## src/include/osu_pkg.sv

```systemverilog
package osu_pkg;

    // register placement
    localparam int unsigned APB_AW        = 12;
    localparam logic [31:0] REG_BASE      = 32'hffff83c0;
    localparam logic [31:0] ICS_PRINTED   = 32'hffff83c0;
    localparam logic [31:0] OCS_PRINTED   = 32'hffff83c2;
    localparam logic [9:0]  ICS_IDX       = 10'(ICS_PRINTED - REG_BASE);
    localparam logic [9:0]  OCS_IDX       = 10'(OCS_PRINTED - REG_BASE);

    // input control/status fields
    localparam int unsigned FLAG_LSB      = 12;
    localparam int unsigned IN_IRQEN_BIT  = 8;
    localparam int unsigned MODE_LSB      = 0;
    localparam logic [15:0] ICS_RESET     = 16'h0000;

    // output short control/status fields
    localparam int unsigned OSF_BIT       = 15;
    localparam int unsigned OCE_BIT       = 9;
    localparam int unsigned OIE_BIT       = 8;
    localparam logic [15:0] OCS_RESET     = 16'h0000;

    // timing
    localparam int unsigned DIV8          = 8;
    localparam int unsigned DIV16         = 16;
    localparam int unsigned DIV128        = 128;
    localparam logic [3:0]  SAMPLE_LAST   = 4'hf;
    localparam int unsigned NUM_REQ       = 4;
    localparam int unsigned NUM_PINS      = 6;
    localparam int unsigned NUM_PAIRS     = 3;

    typedef enum logic [1:0] {
        MODE_EDGE   = 2'b00,
        MODE_DIV8   = 2'b01,
        MODE_DIV16  = 2'b10,
        MODE_DIV128 = 2'b11
    } osu_mode_t;

    typedef struct packed {
        logic              psel;
        logic              penable;
        logic              pwrite;
        logic [APB_AW-1:0] paddr;
        logic [31:0]       pwdata;
        logic [3:0]        pstrb;
    } osu_apb_req_t;

    typedef struct packed {
        logic [31:0] prdata;
        logic        pready;
        logic        pslverr;
    } osu_apb_rsp_t;

    typedef struct packed {
        logic ch3_out_b;
        logic ch3_out_d;
        logic ch4_out_a;
        logic ch4_out_b;
        logic ch4_out_c;
        logic ch4_out_d;
    } osu_pwm_pins_t;

endpackage : osu_pkg

```

## src/osu_req_detect.sv

```systemverilog
`timescale 1ns/1ps
module osu_req_detect (
    input  wire logic              ref_clk,
    input  wire logic              nrst,
    input  wire logic              req_n,
    input  wire osu_pkg::osu_mode_t mode,
    input  wire logic              tick8,
    input  wire logic              tick16,
    input  wire logic              tick128,
    output logic                   accept
);
    import osu_pkg::*;

    typedef struct packed {
        logic       prev_level;
        logic [3:0] low_cnt;
        logic       accept;
    } osu_det_t;

    osu_det_t st_reg;
    osu_det_t st_next;
    logic     tick;

    always_comb begin
        st_next        = st_reg;
        st_next.accept = 1'b0;
        st_next.prev_level = req_n;
        unique case (mode)
            MODE_DIV8:   tick = tick8;
            MODE_DIV16:  tick = tick16;
            MODE_DIV128: tick = tick128;
            MODE_EDGE:   tick = 1'b0;
        endcase
        if (mode == MODE_EDGE) begin
            st_next.low_cnt = 4'h0;
            st_next.accept  = st_reg.prev_level & ~req_n;  // see [RULE1]
        end else if (tick) begin
            if (req_n) begin
                st_next.low_cnt = 4'h0;  // see [RULE13]
            end else if (st_reg.low_cnt == SAMPLE_LAST) begin
                st_next.low_cnt = 4'h0;
                st_next.accept  = 1'b1;  // see [RULE13]
            end else begin
                st_next.low_cnt = st_reg.low_cnt + 4'h1;
            end
        end
    end

    always_ff @(posedge ref_clk or negedge nrst) begin
        if (!nrst) begin
            st_reg <= '{prev_level: 1'b1, low_cnt: 4'h0, accept: 1'b0};
        end else begin
            st_reg <= st_next;
        end
    end

    assign accept = st_reg.accept;

endmodule : osu_req_detect

```

## src/osu_top.sv

```systemverilog
// The APB interface to the registers was left to the implementer.
`timescale 1ns/1ps
// What this block does
// [RULE1] two-bit mode per input: edge or sampling
// [RULE2] accepted request sets its sticky flag
// [RULE3] any input flag forces pins high-impedance
// [RULE4] flag clears on zero write after read
// [RULE5] input flag with enable raises interrupt
// [RULE6] pair low beyond one cycle forces hi-z
// [RULE7] three monitored pin pairs compared
// [RULE8] compare feature removable by variant parameter
// [RULE9] registers reset by power-on only
// [RULE10] input bits 11 to 9 read zero
// [RULE11] short flag only zero-write clears it
// [RULE12] oscillator stop or standby forces hi-z
// [RULE13] sixteen consecutive low samples, high rejects
// [RULE14] short flag, compare enable, interrupt enable
// [RULE15] compare hi-z needs both enables, plus interrupt
// [RULE16] hi-z holds until causing flags cleared
module osu_top #(
    parameter bit HAS_OUTPUT_COMPARE = 1'b1
) (
    input  wire logic                  ref_clk,
    input  wire logic                  nrst,
    input  wire osu_pkg::osu_apb_req_t apb_req,
    output osu_pkg::osu_apb_rsp_t      apb_rsp,
    input  wire logic [3:0]            shutdown_request_inputs_n,
    input  wire osu_pkg::osu_pwm_pins_t pwm_pins,
    input  wire logic                  osc_stop,
    input  wire logic                  standby,
    output logic [5:0]                 hiz_force,
    output logic                       input_irq,
    output logic                       output_irq
);
    import osu_pkg::*;

    typedef struct packed {
        logic [3:0]  req_flag;
        logic [3:0]  flag_seen;
        logic        input_irq_enable;
        logic [7:0]  modes;
        logic        output_short_flag;
        logic        osf_seen;
        logic        output_compare_enable;
        logic        output_short_irq_enable;
        logic [2:0]  pair_low;
        logic [6:0]  presc;
        logic [15:0] rdata;
        logic        slverr;
        logic        hiz;
        logic        in_irq;
        logic        out_irq;
    } osu_core_t;

    osu_core_t  st_reg;
    osu_core_t  st_next;
    logic [3:0] accept;
    logic       tick8;
    logic       tick16;
    logic       tick128;
    logic [2:0] pair_now;
    logic       setup;
    logic       access;
    logic       wr;
    logic       rd;

    function automatic logic div_tick(input logic [6:0] cnt, input int unsigned div);
        logic [6:0] m;
        m = 7'(div - 1);
        return (cnt & m) == m;
    endfunction : div_tick

    // register select of an address, zero when unmapped or misaligned
    function automatic logic [1:0] reg_sel(input logic [APB_AW-1:0] addr);
        logic [9:0] idx;
        idx = addr[APB_AW-1:2];
        if (addr[1:0] != 2'b00) begin
            return 2'b00;
        end else if (idx == ICS_IDX) begin
            return 2'b01;
        end else if (idx == OCS_IDX) begin
            return 2'b10;
        end
        return 2'b00;
    endfunction : reg_sel

    function automatic logic [15:0] ics_word(input osu_core_t s);
        logic [15:0] w;
        w                          = 16'h0000;  // see [RULE10]
        w[FLAG_LSB +: NUM_REQ]     = s.req_flag;
        w[IN_IRQEN_BIT]            = s.input_irq_enable;
        w[MODE_LSB +: 8]           = s.modes;
        return w;
    endfunction : ics_word

    function automatic logic [15:0] ocs_word(input osu_core_t s);
        logic [15:0] w;
        w          = 16'h0000;
        w[OSF_BIT] = s.output_short_flag;  // see [RULE14]
        w[OCE_BIT] = s.output_compare_enable;
        w[OIE_BIT] = s.output_short_irq_enable;
        return w;
    endfunction : ocs_word

    assign tick8   = div_tick(st_reg.presc, DIV8);
    assign tick16  = div_tick(st_reg.presc, DIV16);
    assign tick128 = div_tick(st_reg.presc, DIV128);

    genvar gi;
    generate
        for (gi = 0; gi < NUM_REQ; gi++) begin : g_det
            osu_req_detect u_det (
                .ref_clk (ref_clk),
                .nrst    (nrst),
                .req_n   (shutdown_request_inputs_n[gi]),
                .mode    (osu_mode_t'(st_reg.modes[2*gi +: 2])),
                .tick8   (tick8),
                .tick16  (tick16),
                .tick128 (tick128),
                .accept  (accept[gi])
            );
        end
    endgenerate

    // both pins of a pair driven low this cycle
    assign pair_now[0] = ~pwm_pins.ch3_out_b & ~pwm_pins.ch3_out_d;  // see [RULE7]
    assign pair_now[1] = ~pwm_pins.ch4_out_a & ~pwm_pins.ch4_out_c;  // see [RULE7]
    assign pair_now[2] = ~pwm_pins.ch4_out_b & ~pwm_pins.ch4_out_d;  // see [RULE7]

    assign setup  = apb_req.psel & ~apb_req.penable;
    assign access = apb_req.psel & apb_req.penable;
    assign wr     = access & apb_req.pwrite & ~st_reg.slverr;
    assign rd     = access & ~apb_req.pwrite & ~st_reg.slverr;

    always_comb begin
        logic [1:0]  sel;
        logic [3:0]  clr;
        logic        osf_clr;
        logic        short_now;
        sel       = reg_sel(apb_req.paddr);
        clr       = 4'h0;
        osf_clr   = 1'b0;
        short_now = 1'b0;
        st_next   = st_reg;

        st_next.presc = st_reg.presc + 7'h01;

        // setup phase latches the read word so prdata comes from a flop
        if (setup) begin
            st_next.slverr = (sel == 2'b00);
            unique case (sel)
                2'b01:   st_next.rdata = ics_word(st_reg);
                2'b10:   st_next.rdata = ocs_word(st_reg);
                default: st_next.rdata = 16'h0000;
            endcase
        end

        // remember which flags software has seen as one
        if (rd && reg_sel(apb_req.paddr) == 2'b01) begin
            st_next.flag_seen = st_reg.rdata[FLAG_LSB +: NUM_REQ];  // see [RULE4]
        end
        if (rd && reg_sel(apb_req.paddr) == 2'b10) begin
            st_next.osf_seen = st_reg.rdata[OSF_BIT];  // see [RULE11]
        end

        if (wr && sel == 2'b01) begin
            if (apb_req.pstrb[1]) begin
                // ones written to flags do nothing
                clr = ~apb_req.pwdata[FLAG_LSB +: NUM_REQ] & st_reg.flag_seen;  // see [RULE4]
                st_next.flag_seen        = 4'h0;
                st_next.input_irq_enable = apb_req.pwdata[IN_IRQEN_BIT];
            end
            if (apb_req.pstrb[0]) begin
                st_next.modes = apb_req.pwdata[MODE_LSB +: 8];  // see [RULE1]
            end
        end
        if (wr && sel == 2'b10 && apb_req.pstrb[1]) begin
            osf_clr = ~apb_req.pwdata[OSF_BIT] & st_reg.osf_seen;  // see [RULE11]
            st_next.osf_seen                = 1'b0;
            st_next.output_compare_enable   = apb_req.pwdata[OCE_BIT];
            st_next.output_short_irq_enable = apb_req.pwdata[OIE_BIT];
        end

        // a new request in the clearing cycle keeps its flag
        st_next.req_flag = (st_reg.req_flag & ~clr) | accept;  // see [RULE2]

        // low for two consecutive cycles is longer than one cycle
        st_next.pair_low = pair_now;
        if (HAS_OUTPUT_COMPARE) begin  // see [RULE8]
            short_now = st_reg.output_compare_enable
                      & |(pair_now & st_reg.pair_low);  // see [RULE6]
        end
        st_next.output_short_flag = (st_reg.output_short_flag & ~osf_clr)
                                  | short_now;  // see [RULE14]

        st_next.hiz = |st_next.req_flag  // see [RULE3]
                    | (st_next.output_short_flag & st_next.output_compare_enable
                       & st_next.output_short_irq_enable)  // see [RULE15]
                    | osc_stop | standby;  // see [RULE12]
        st_next.in_irq  = |st_next.req_flag & st_next.input_irq_enable;  // see [RULE5]
        st_next.out_irq = st_next.output_short_flag & st_next.output_compare_enable
                        & st_next.output_short_irq_enable;  // see [RULE15]
    end

    // nrst is the power-on reset; nothing else clears the registers
    always_ff @(posedge ref_clk or negedge nrst) begin
        if (!nrst) begin
            st_reg <= '0;  // see [RULE9]
        end else begin
            st_reg <= st_next;
        end
    end

    assign apb_rsp.prdata  = {16'h0000, st_reg.rdata};
    assign apb_rsp.pready  = 1'b1;
    assign apb_rsp.pslverr = access & st_reg.slverr;
    assign hiz_force       = {NUM_PINS{st_reg.hiz}};  // see [RULE16]
    assign input_irq       = st_reg.in_irq;
    assign output_irq      = st_reg.out_irq;

endmodule : osu_top

```

## config.mk

```make
export PLATFORM = sky130hd
export DESIGN_NAME = osu_top
export DESIGN_NICKNAME = d
export VERILOG_FILES = /design/src/include/osu_pkg.sv /design/src/osu_req_detect.sv /design/src/osu_top.sv
export SDC_FILE = /design/constraint.sdc
export NUM_CORES = 1
export LEC_CHECK = 0
export BUFFER_PORTS_ARGS = -buffer_cell sky130_fd_sc_hd__clkbuf_2
export CORE_ASPECT_RATIO = 0.6
export CORE_MARGIN = 2
export CORE_UTILIZATION = 47
export CTS_CLUSTER_SIZE = 12
export DETAILED_ROUTE_END_ITERATION = 8
export GPL_TIMING_DRIVEN = 0
export PLACE_DENSITY = 0.88
export SLEW_MARGIN = 30
export SYNTH_ARGS = -nofsm -noshare
export SYNTH_HDL_FRONTEND = slang
export SYNTH_SLANG_ARGS = --single-unit
```

## constraint.sdc

```tcl
create_clock -name ref_clk -period 1.7 [get_ports ref_clk]
set_clock_uncertainty 0.1 [all_clocks]
set_input_delay 0 -clock ref_clk [delete_from_list [all_inputs] [get_ports ref_clk]]
set_output_delay 0 -clock ref_clk [all_outputs]
set_load 0.02 [all_outputs]
```

==> results of run 1 <==
-- metrics by stage --
stage,util,area [um2],setup TNS [ns],setup slack (ns)
after floorplan,-,3717,0,0.008821
after detailed placement,0.5696,4208,-2.006,-0.2379
after global placement,0.5655,4178,-1.494,-0.1045
final,0.6848,5059,-0.2518,-0.07164
after global routing,0.6848,5059,-1.587,-0.1378
after CTS,0.6638,4903,0,0.004626
-- worst max-delay path, cell delays in order (launching register included) --
cell and delay, ns:
dfrtp_1 0.41, ha_4 0.20, ha_4 0.21, nor3b_4 0.17, a31oi_2 0.18, buf_6 0.16
o21bai_1 0.08, a21o_1 0.15
-- per-layer routing --
layer	part of all wire	up-vias	wire length (um)	GRT usage
met3	0.059	16	567	0.07075
met4	0.015	0	147	0.06693
met5	0	-	0	0
met1	0.44	1486	4221	0.2899
met2	0.48	110	4613	0.3548
li1	-	1393	-	-
-- logic make-up after synthesis --
family	count (synthesis)
buf+inv	58
xor+xnor	4
mux	15
fa+ha+maj	6
other cells	2
flops	73
simple gates	91
compound gates	78
-- layout make-up --
class	instances	area [um2]	area share
Timing Repair Buffer	107	739.5	0.1462
Clock inverter	3	40.04	0.007915
Tap cell	104	130.1	0.02572
Multi-Input combinational cell	213	1682	0.3324
Inverter	13	48.80	0.009646
Sequential cell	73	1832	0.3621
Buffer	44	330.3	0.06530
Clock buffer	12	256.5	0.05070
-- how the worst max path moves through the flow --
| stage | startpoint | end | slack (ns) | cells past startpoint |
|---|---|---|---|---|
| after global routing | st_reg[3] | hiz_force[0] | -0.14 | 6 |
| after detailed placement | st_reg[20] | g_det[3].u_det.st_reg[3] | -0.24 | 6 |
| after floorplan | st_reg[20] | g_det[0].u_det.st_reg[2] | 0.009 | 7 |
| after global placement | st_reg[20] | g_det[3].u_det.st_reg[3] | -0.10 | 6 |
| final | st_reg[20] | g_det[3].u_det.st_reg[3] | -0.07 | 7 |
| after CTS | st_reg[21] | g_det[3].u_det.st_reg[3] | 0.005 | 7 |
-- power breakdown --
part,internal [mW],total (mW),switching [mW]
clock network,1.20,1.90,0.700
registers,1.76,1.77,0.00858
logic,0.132,0.284,0.152
total,3.09,3.95,0.860
-- what timing repair did --
item                                    CTS  global route
endpoints found under the setup margin   28            25
setup buffers                             7             6
hold endpoints to repair                104             1
resized for setup                        17            21
pin swaps                                 8            15
hold buffers                             26             1
-- cell usage after synthesis (2+ instances only) --
cell type | number | area share
dfrtp_1 | 69 | 0.47
buf_4 | 39 | 0.080
a22o_1 | 18 | 0.043
nand2_1 | 18 | 0.019
nor2_1 | 16 | 0.017
a21oi_1 | 14 | 0.019
inv_1 | 13 | 0.013
nor3b_1 | 12 | 0.025
o21ai_0 | 12 | 0.017
nand3_1 | 10 | 0.014
a31oi_1 | 9 | 0.015
a21o_1 | 8 | 0.017
mux2_4 | 8 | 0.033
ha_1 | 6 | 0.021
nand2b_1 | 6 | 0.010
and3_1 | 5 | 0.0086
dfstp_2 | 4 | 0.029
mux2_2 | 4 | 0.012
nand4b_1 | 4 | 0.0096
o21bai_1 | 4 | 0.0083
clkbuf_1 | 3 | 0.0031
mux2i_1 | 3 | 0.0083
o22ai_1 | 3 | 0.0052
xnor2_1 | 3 | 0.0072
buf_6 | 2 | 0.0062
conb_1 | 2 | 0.0021
nand4_1 | 2 | 0.0034
nor2_4 | 2 | 0.0062
nor3_1 | 2 | 0.0028
nor4_4 | 2 | 0.012
o211ai_1 | 2 | 0.0041
-- placed cells by master, fill, tap and decap left out, types with 3 or more instances in the layout --
cell type       n
a31oi_1         4
and3_1          5
dlygate4sd3_1  27
buf_4          50
nand3_1         8
a21oi_1        10
xnor2_1         3
nand2_1        17
clkbuf_16       9
nand2b_1        6
dfrtp_1        69
conb_1         19
mux2_2          4
a31oi_2         3
clkbuf_1        3
clkbuf_2       65
o21ai_0        11
a22o_1         18
nand4b_1        4
mux2i_1         3
nor3b_1         8
mux2_4          8
a21o_1          8
inv_1          13
dfstp_2         4
nor2_1         15
buf_6           5
o21bai_1        3
ha_1            4
==> reports/metrics.yaml, run 1 <==
outcome:
  status: "complete, but fails checks"
  violations: "setup timing"
floorplanning:
  die_w_um: 117.6
  fp.dieH_um: 72.16
  start_util: 0.4925
  rows: 24
  dieArea_um2: 8485
  boundaryPins: 107
  fp.coreArea_um2: 7387
logic_synthesis:
  synth_ff_type: "dfrtp_1"
  ys_warn_count: 0
  synthSimpleGateAreaFrac: 0.1568
  netlist_instances: 327
  synth_compound_area_frac: 0.1492
  synth_top_family_by_area: "simple AND/OR/NAND/NOR gates"
  synth-adder-area-share: 0.02063
  synthMuxAreaShare: 0.05365
  synth_edf_count: 0
  ys_seq_elements: 73
  synthesis.area_um2: 3638
  avgSynthCellArea_um2: 11.13
  ys_seq_area_frac: 0.5034
  ys_async_sr_fraction: 1.000
  yosysUniqueCellTypes: 53
  synth_xor_area_frac: 0.009629
timing:
  slew_viol_final: 0
  slew-limit-headroom: 0.5711
  setup_violations: 11
  hold_slack_ns: 0.009995
  worst_pin_slew_ns: 0.6433
  grt_setup_unrepaired: "true"
  max_freq_ghz: 0.5644
  layout_setup_ws_ns: -0.07164
  finalCriticalPeriod_ns: 1.772
  period_share: 1.042
  hold_violations: 0
place:
  io_buffers: 66
  routabilityCongestion: 0.8282
  hpwl_um: 6005
  placedCellCount: 515
global_route:
  antenna_found_initial: 0
  overflow: 0
  grt_max_degree: 49
  grt_usage: 0.2201
  grt_pass1_vias: 2890
  grt_pass1_wl_um: 14480
clocking:
  max-clock-path-buffers: 2
  cts_tree: "yes"
  cts_root_buf: "clkbuf_16"
  clk_latency_ns: 0.34
  numClockSinks: 73
  cts_buffers: 9
  htreeDepth: 3
  clk_pin_slew_ns: 0.05
layout:
  instances_no_fill: 569
  area_growth_pct: 39.03
  largest_reg_flops: 32
  drive_gt1_frac: 0.4022
  num-fill-cells: 520
  n_antenna_cell: 0
  nets: 532
pwr:
  power.density_nw_per_um2: 781.2
  power.total_mw: 3.952
  ir_drop_mv: 0.6054
  leakage_nw: 2.446
job:
  maxCapViolations: 0
routing:
  via_count: 3005
  avgViaCountPerCell: 5.281
  ant_nets: 0
  routed_wl_um: 9549
  drt_first_pass_iters: 4
  drt_iter0_drc: 212
  drc: 0
  avgRoutedWirePerCell_um: 16.78
setup_path:
  rrSetupSlack_ns: -0.07
  endpoint_kind: "flip-flop"
  r2r_cells: 7
  cp_max_fo: 7
  timing.rr.end: "g_det[3].u_det.st_reg[3]"
  r2r_start: "st_reg[20]"
  required_ns: 1.83
  startpoint_type: "flip-flop"
  arrival_ns: 1.90
  worstSetupPathType: "reg2reg"
worst_hold_path:
  min_to: "st_reg[32]"
  min_path_cells: 4
  min_from: "apb_req[1]"
  hp-class: "in2reg"
(Power assumes the default switching activity.)
==> run 2, diff against run 1 <==
ABC_AREA = 1   (was unset)
PLACE_DENSITY = 0.87   (was 0.88)
RECOVER_POWER = 50   (was unset)
==> reports/metrics.yaml, run 2 <==
timing:
  slew_viol_final: 0
  slew-limit-headroom: 0.5583
  finalCriticalPeriod_ns: 1.789
  max_freq_ghz: 0.5591
  layout_setup_ws_ns: -0.08854
  hold_violations: 0
  worst_pin_slew_ns: 0.6601
  period_share: 1.052
  grt_setup_unrepaired: "true"
  setup_violations: 20
  fin_tns_setup_ns: -0.7099
place:
  dpl_worst_slack_ns: -0.2913
  routabilityCongestion: 0.8560
  io_buffers: 67
  hpwl_um: 6387
  place_area_um2: 4218
floorplanning:
  fp.dieH_um: 72.34
  start_util: 0.4953
  die_w_um: 117.9
  rows: 24
  boundaryPins: 107
  dieArea_um2: 8529
  fp.coreArea_um2: 7387
clocking:
  max-clock-path-buffers: 2
  cts_root_buf: "clkbuf_16"
  htreeDepth: 3
  clk_pin_slew_ns: 0.05
  cts_buffers: 9
  clk_latency_ns: 0.33
  cts_tree: "yes"
  numClockSinks: 73
setup_path:
  r2r_start: "st_reg[20]"
  rrSetupSlack_ns: -0.09
  required_ns: 1.84
  cp_max_fo: 4
  startpoint_type: "flip-flop"
  worstSetupPathType: "reg2reg"
  r2r_cells: 8
  endpoint_kind: "flip-flop"
  timing.rr.end: "g_det[2].u_det.st_reg[3]"
  arrival_ns: 1.93
routing:
  routed_wl_um: 10360
  drt_iter0_drc: 304
  ant_nets: 0
  avgRoutedWirePerCell_um: 15.98
  avgViaCountPerCell: 5.267
  drt_first_pass_iters: 5
  via_count: 3413
  drc: 0
worst_hold_path:
  min_path_cells: 5
  min_from: "apb_req[49]"
  min_to: "st_reg[32]"
  hp-class: "in2reg"
layout:
  final_common_cell: "dfrtp_1"
  drive_gt1_frac: 0.3327
  n_antenna_cell: 0
  final_cell_mix: "dfrtp_1 (68), nand2_1 (64), clkbuf_2 (64)"
  largest_reg_flops: 32
  area_growth_pct: 38.17
  post-route-util: 0.6843
  nets: 610
  stdcell_area_um2: 5055
logic_synthesis:
  netlist_instances: 410
  yosysMostFrequentCell: "dfrtp_1"
  synth_edf_count: 0
  netlist.area_leader.share: 0.4720
  synthesis.area_um2: 3659
  synth.area.top_cells: "dfrtp_1 (47%), buf_4 (8.0%), nand2_1 (6.8%)"
  synth_ff_type: "dfrtp_1"
  ys_async_sr_fraction: 1.000
  ys_top_cells_by_count: "dfrtp_1 (69), nand2_1 (66), inv_1 (47)"
  avgSynthCellArea_um2: 8.923
  ys_seq_elements: 73
  ys_seq_area_frac: 0.5007
  ys_warn_count: 0
  yosysUniqueCellTypes: 35
  yosys.area.top_type: "dfrtp_1"
pwr:
  power.density_nw_per_um2: 811.5
  ir_drop_mv: 0.4638
  leakage_nw: 2.594
  power.total_mw: 4.102
job:
  maxCapViolations: 0
outcome:
  violations: "setup timing"
  status: "complete, but fails checks"
global_route:
  grt_usage: 0.2402
  grt_max_degree: 50
  overflow: 0
  antenna_found_initial: 0
  grt_pass1_vias: 3438
  grt_pass1_wl_um: 16040
run 2: timing repair:
item | 4_1_cts | 5_1_grt
gates resized for setup | 24 | 33
hold buffers | 27 | 0
setup buffers | 3 | 3
endpoints found under the setup margin | 21 | 28
pin swaps | 5 | 8
endpoints found under the hold margin | 113 | 0
run 2: cell families (layout without fill, tap and decap cells):
family	after synthesis	count (layout)	synth area share
and+or+nand+nor	166	166	0.2045
xor gates and xnor gates	11	11	0.02633
DFF	73	73	0.5007
other	2	19	0.002053
buffers and inverters	92	209	0.1371
muxes	5	5	0.01949
AOI/OAI and AO/OA	55	55	0.08927
adders and majority gates	6	6	0.02052
run 2: where the power goes:
part	switching [mW]	leakage, nW	total [mW]	internal (mW)
logic	0.196	1.56	0.345	0.149
clock network	0.670	0.159	1.96	1.29
registers	0.0236	0.877	1.79	1.77
total	0.890	2.59	4.10	3.21
run 2: worst max-delay path: stages, from the launching register on:
cell and delay [ns]:
dfrtp_1 0.40, ha_4 0.18, ha_4 0.17, nor2_1 0.06
nor2_1 0.13, o21ai_0 0.16, a21oi_4 0.20, nand4_1 0.15
o21ai_1 0.16
run 2: routing by layer:
layer | track usage | up-vias | share of wire
li1 | - | 1549 | -
met3 | 0.07075 | 48 | 0.070
met4 | 0.1151 | 0 | 0.035
met2 | 0.4225 | 166 | 0.51
met5 | 0 | - | 0
met1 | 0.2754 | 1650 | 0.39
run 2: metrics by stage:
stage	hold WS, ns	instances
after floorplan	-0.3956	427
after global placement	0.03161	598
after detailed placement	-0.1289	599
after CTS	0.01047	645
after global routing	0.07717	648
final	0.06864	648
run 2: area by class of cell:
type	count	area, um2
well taps	104	130.1
flip-flops and latches	73	1833
fillers	518	2332
clock buffers	14	284.0
plain buffers	43	316.6
clock inverters	2	35.03
inverters	49	190.2
multi-input cells	262	1608
repair buffers	101	658.1
run 2: worst max path at each step:
stage,start,endpoint,slack [ns],cells after the start
floorplan,st_reg[20],g_det[1].u_det.st_reg[3],0.07,7
global placement,st_reg[20],g_det[3].u_det.accept,-0.23,7
detailed placement,st_reg[20],g_det[3].u_det.accept,-0.29,7
CTS,st_reg[21],g_det[2].u_det.st_reg[1],-0.08,7
global route,st_reg[20],g_det[2].u_det.st_reg[3],-0.15,7
finish,st_reg[20],g_det[2].u_det.st_reg[3],-0.09,8
==> run 3, diff against run 2 <==
ABC_AREA = unset   (was 1)
CORE_MARGIN = unset   (was 2)
PLACE_DENSITY = 0.88   (was 0.87)
==> reports/metrics.yaml, run 3 (same netlist as run 1, synthesis figures left out) <==
setup_path:
  slowest_delay_ns: 0.41
  startpoint_type: "flip-flop"
  slowest_stage: "dfrtp_1"
  required_ns: 1.79
  cp_num_buf_inv: 1
  cp_max_fo: 5
  arrival_ns: 1.87
  path_cells: "nand4bb_4 > nor2_4 > buf_12 > a31oi_4 > nor4_2 > o211ai_1"
  worstSetupPathType: "reg2reg"
  critPathTopFamily: "simple AND/OR/NAND/NOR gates"
  endpoint_kind: "flip-flop"
layout:
  drive_gt1_frac: 0.4026
  final_cell_mix: "dfrtp_1 (69), clkbuf_2 (63), buf_4 (47)"
  post-route-util: 0.6933
  n_antenna_cell: 0
  nets: 529
  stdcell_area_um2: 5121
  area_growth_pct: 40.75
  final_common_cell: "dfrtp_1"
  largest_reg_flops: 32
timing:
  setup_violations: 10
  period_share: 1.044
  grt_setup_unrepaired: "true"
  layout_setup_ws_ns: -0.07432
  slew_viol_final: 0
  slew-limit-headroom: 0.5266
  finalCriticalPeriod_ns: 1.774
  fin_tns_setup_ns: -0.2187
  worst_pin_slew_ns: 0.7101
  hold_violations: 0
  max_freq_ghz: 0.5636
routing:
  routed_wl_um: 9366
  drc: 0
  avgViaCountPerCell: 5.286
  ant_nets: 0
  via_count: 2992
  drt_first_pass_iters: 7
  drt_iter0_drc: 180
  avgRoutedWirePerCell_um: 16.55
floorplanning:
  dieArea_um2: 8109
  rows: 24
  fp.dieH_um: 70.16
  start_util: 0.4925
  fp.coreArea_um2: 7387
  die_w_um: 115.6
  boundaryPins: 107
global_route:
  grt_pass1_wl_um: 14680
  grt_use_met3: 0.07465
  top_usage_layer: "met2"
  grt_usage: 0.2456
  grt_pass1_vias: 2958
  grt_max_degree: 49
  gr-usage-met2: 0.3925
  grt_use_met1: 0.3131
  antenna_found_initial: 0
  overflow: 0
clocking:
  clk_latency_ns: 0.34
  htreeDepth: 3
  cts_tree: "yes"
  max-clock-path-buffers: 2
  clk_pin_slew_ns: 0.06
  cts_root_buf: "clkbuf_16"
  cts_buffers: 9
  numClockSinks: 73
outcome:
  status: "complete, but fails checks"
  violations: "setup timing"
worst_hold_path:
  hp-class: "in2reg"
place:
  io_buffers: 66
  hpwl_um: 5903
  dpl_worst_slack_ns: -0.2084
  routabilityCongestion: 0.8900
  place_area_um2: 4208
pwr:
  ir_drop_mv: 0.5134
  leakage_nw: 2.452
  power.density_nw_per_um2: 851.9
  power.total_mw: 4.363
job:
  maxCapViolations: 0
==> run 3: path summary, 6_finish.rpt <==
path | cells after the start | to | startpoint | slack (ns)
setup / recovery | 6 | hiz_force[0] | st_reg[3] | -0.07
hold / removal | 3 | st_reg[49] | apb_req[18] | 0.001
setup reg to reg | 6 | hiz_force[0] | st_reg[3] | -0.07
hold reg to reg | 1 | st_reg[43] | st_reg[43] | 0.40
max in group asynchronous | 3 | g_det[2].u_det.st_reg[5] | nrst | 0.60
min in group asynchronous | 2 | apb_rsp[9] | nrst | 0.17
==> run 3: report_power, final <==
group          internal [mW]  switching [mW]  total, mW
combinational          0.129           0.148      0.277
sequential              1.76         0.00870       1.77
clock                   1.61           0.707       2.32
total                   3.50           0.864       4.36
==> run 3: area by class of cell <==
class	instances	area, um2
buffer	44	336.6
clock buffer	10	239.0
clock inverter	5	127.6
fill	515	2266
inverter	13	48.80
multi-input combinational	213	1690
sequential	73	1832
tap	104	130.1
timing repair buffer	104	716.9
==> run 3: worst min-delay path: stages <==
cell	delay (ns)
clkbuf_2	0.08
nor3b_1	0.06
a31oi_4	0.23
==> run 3: what timing repair did <==
item	in CTS	in global routing
hold buffers	25	1
endpoints found under the hold margin	105	3
resized for setup	23	18
pin swaps	10	10
setup endpoints to repair	28	31
setup buffers	5	6
==> run 3: per-layer routing <==
metal | wire (um) | vias to the layer above
li1 | - | 1382
met1 | 4016 | 1467
met2 | 4543 | 126
met3 | 657 | 17
met4 | 148 | 0
met5 | 0 | -
==> run 3: per-stage QoR <==
stage               hold slack (ns)  std cells
finish                    0.0009676        566
global route                0.01230        566
CTS                         -0.3066        560
detailed placement          -0.1262        515
global placement            0.01497        514
floorplan                   -0.3956        344
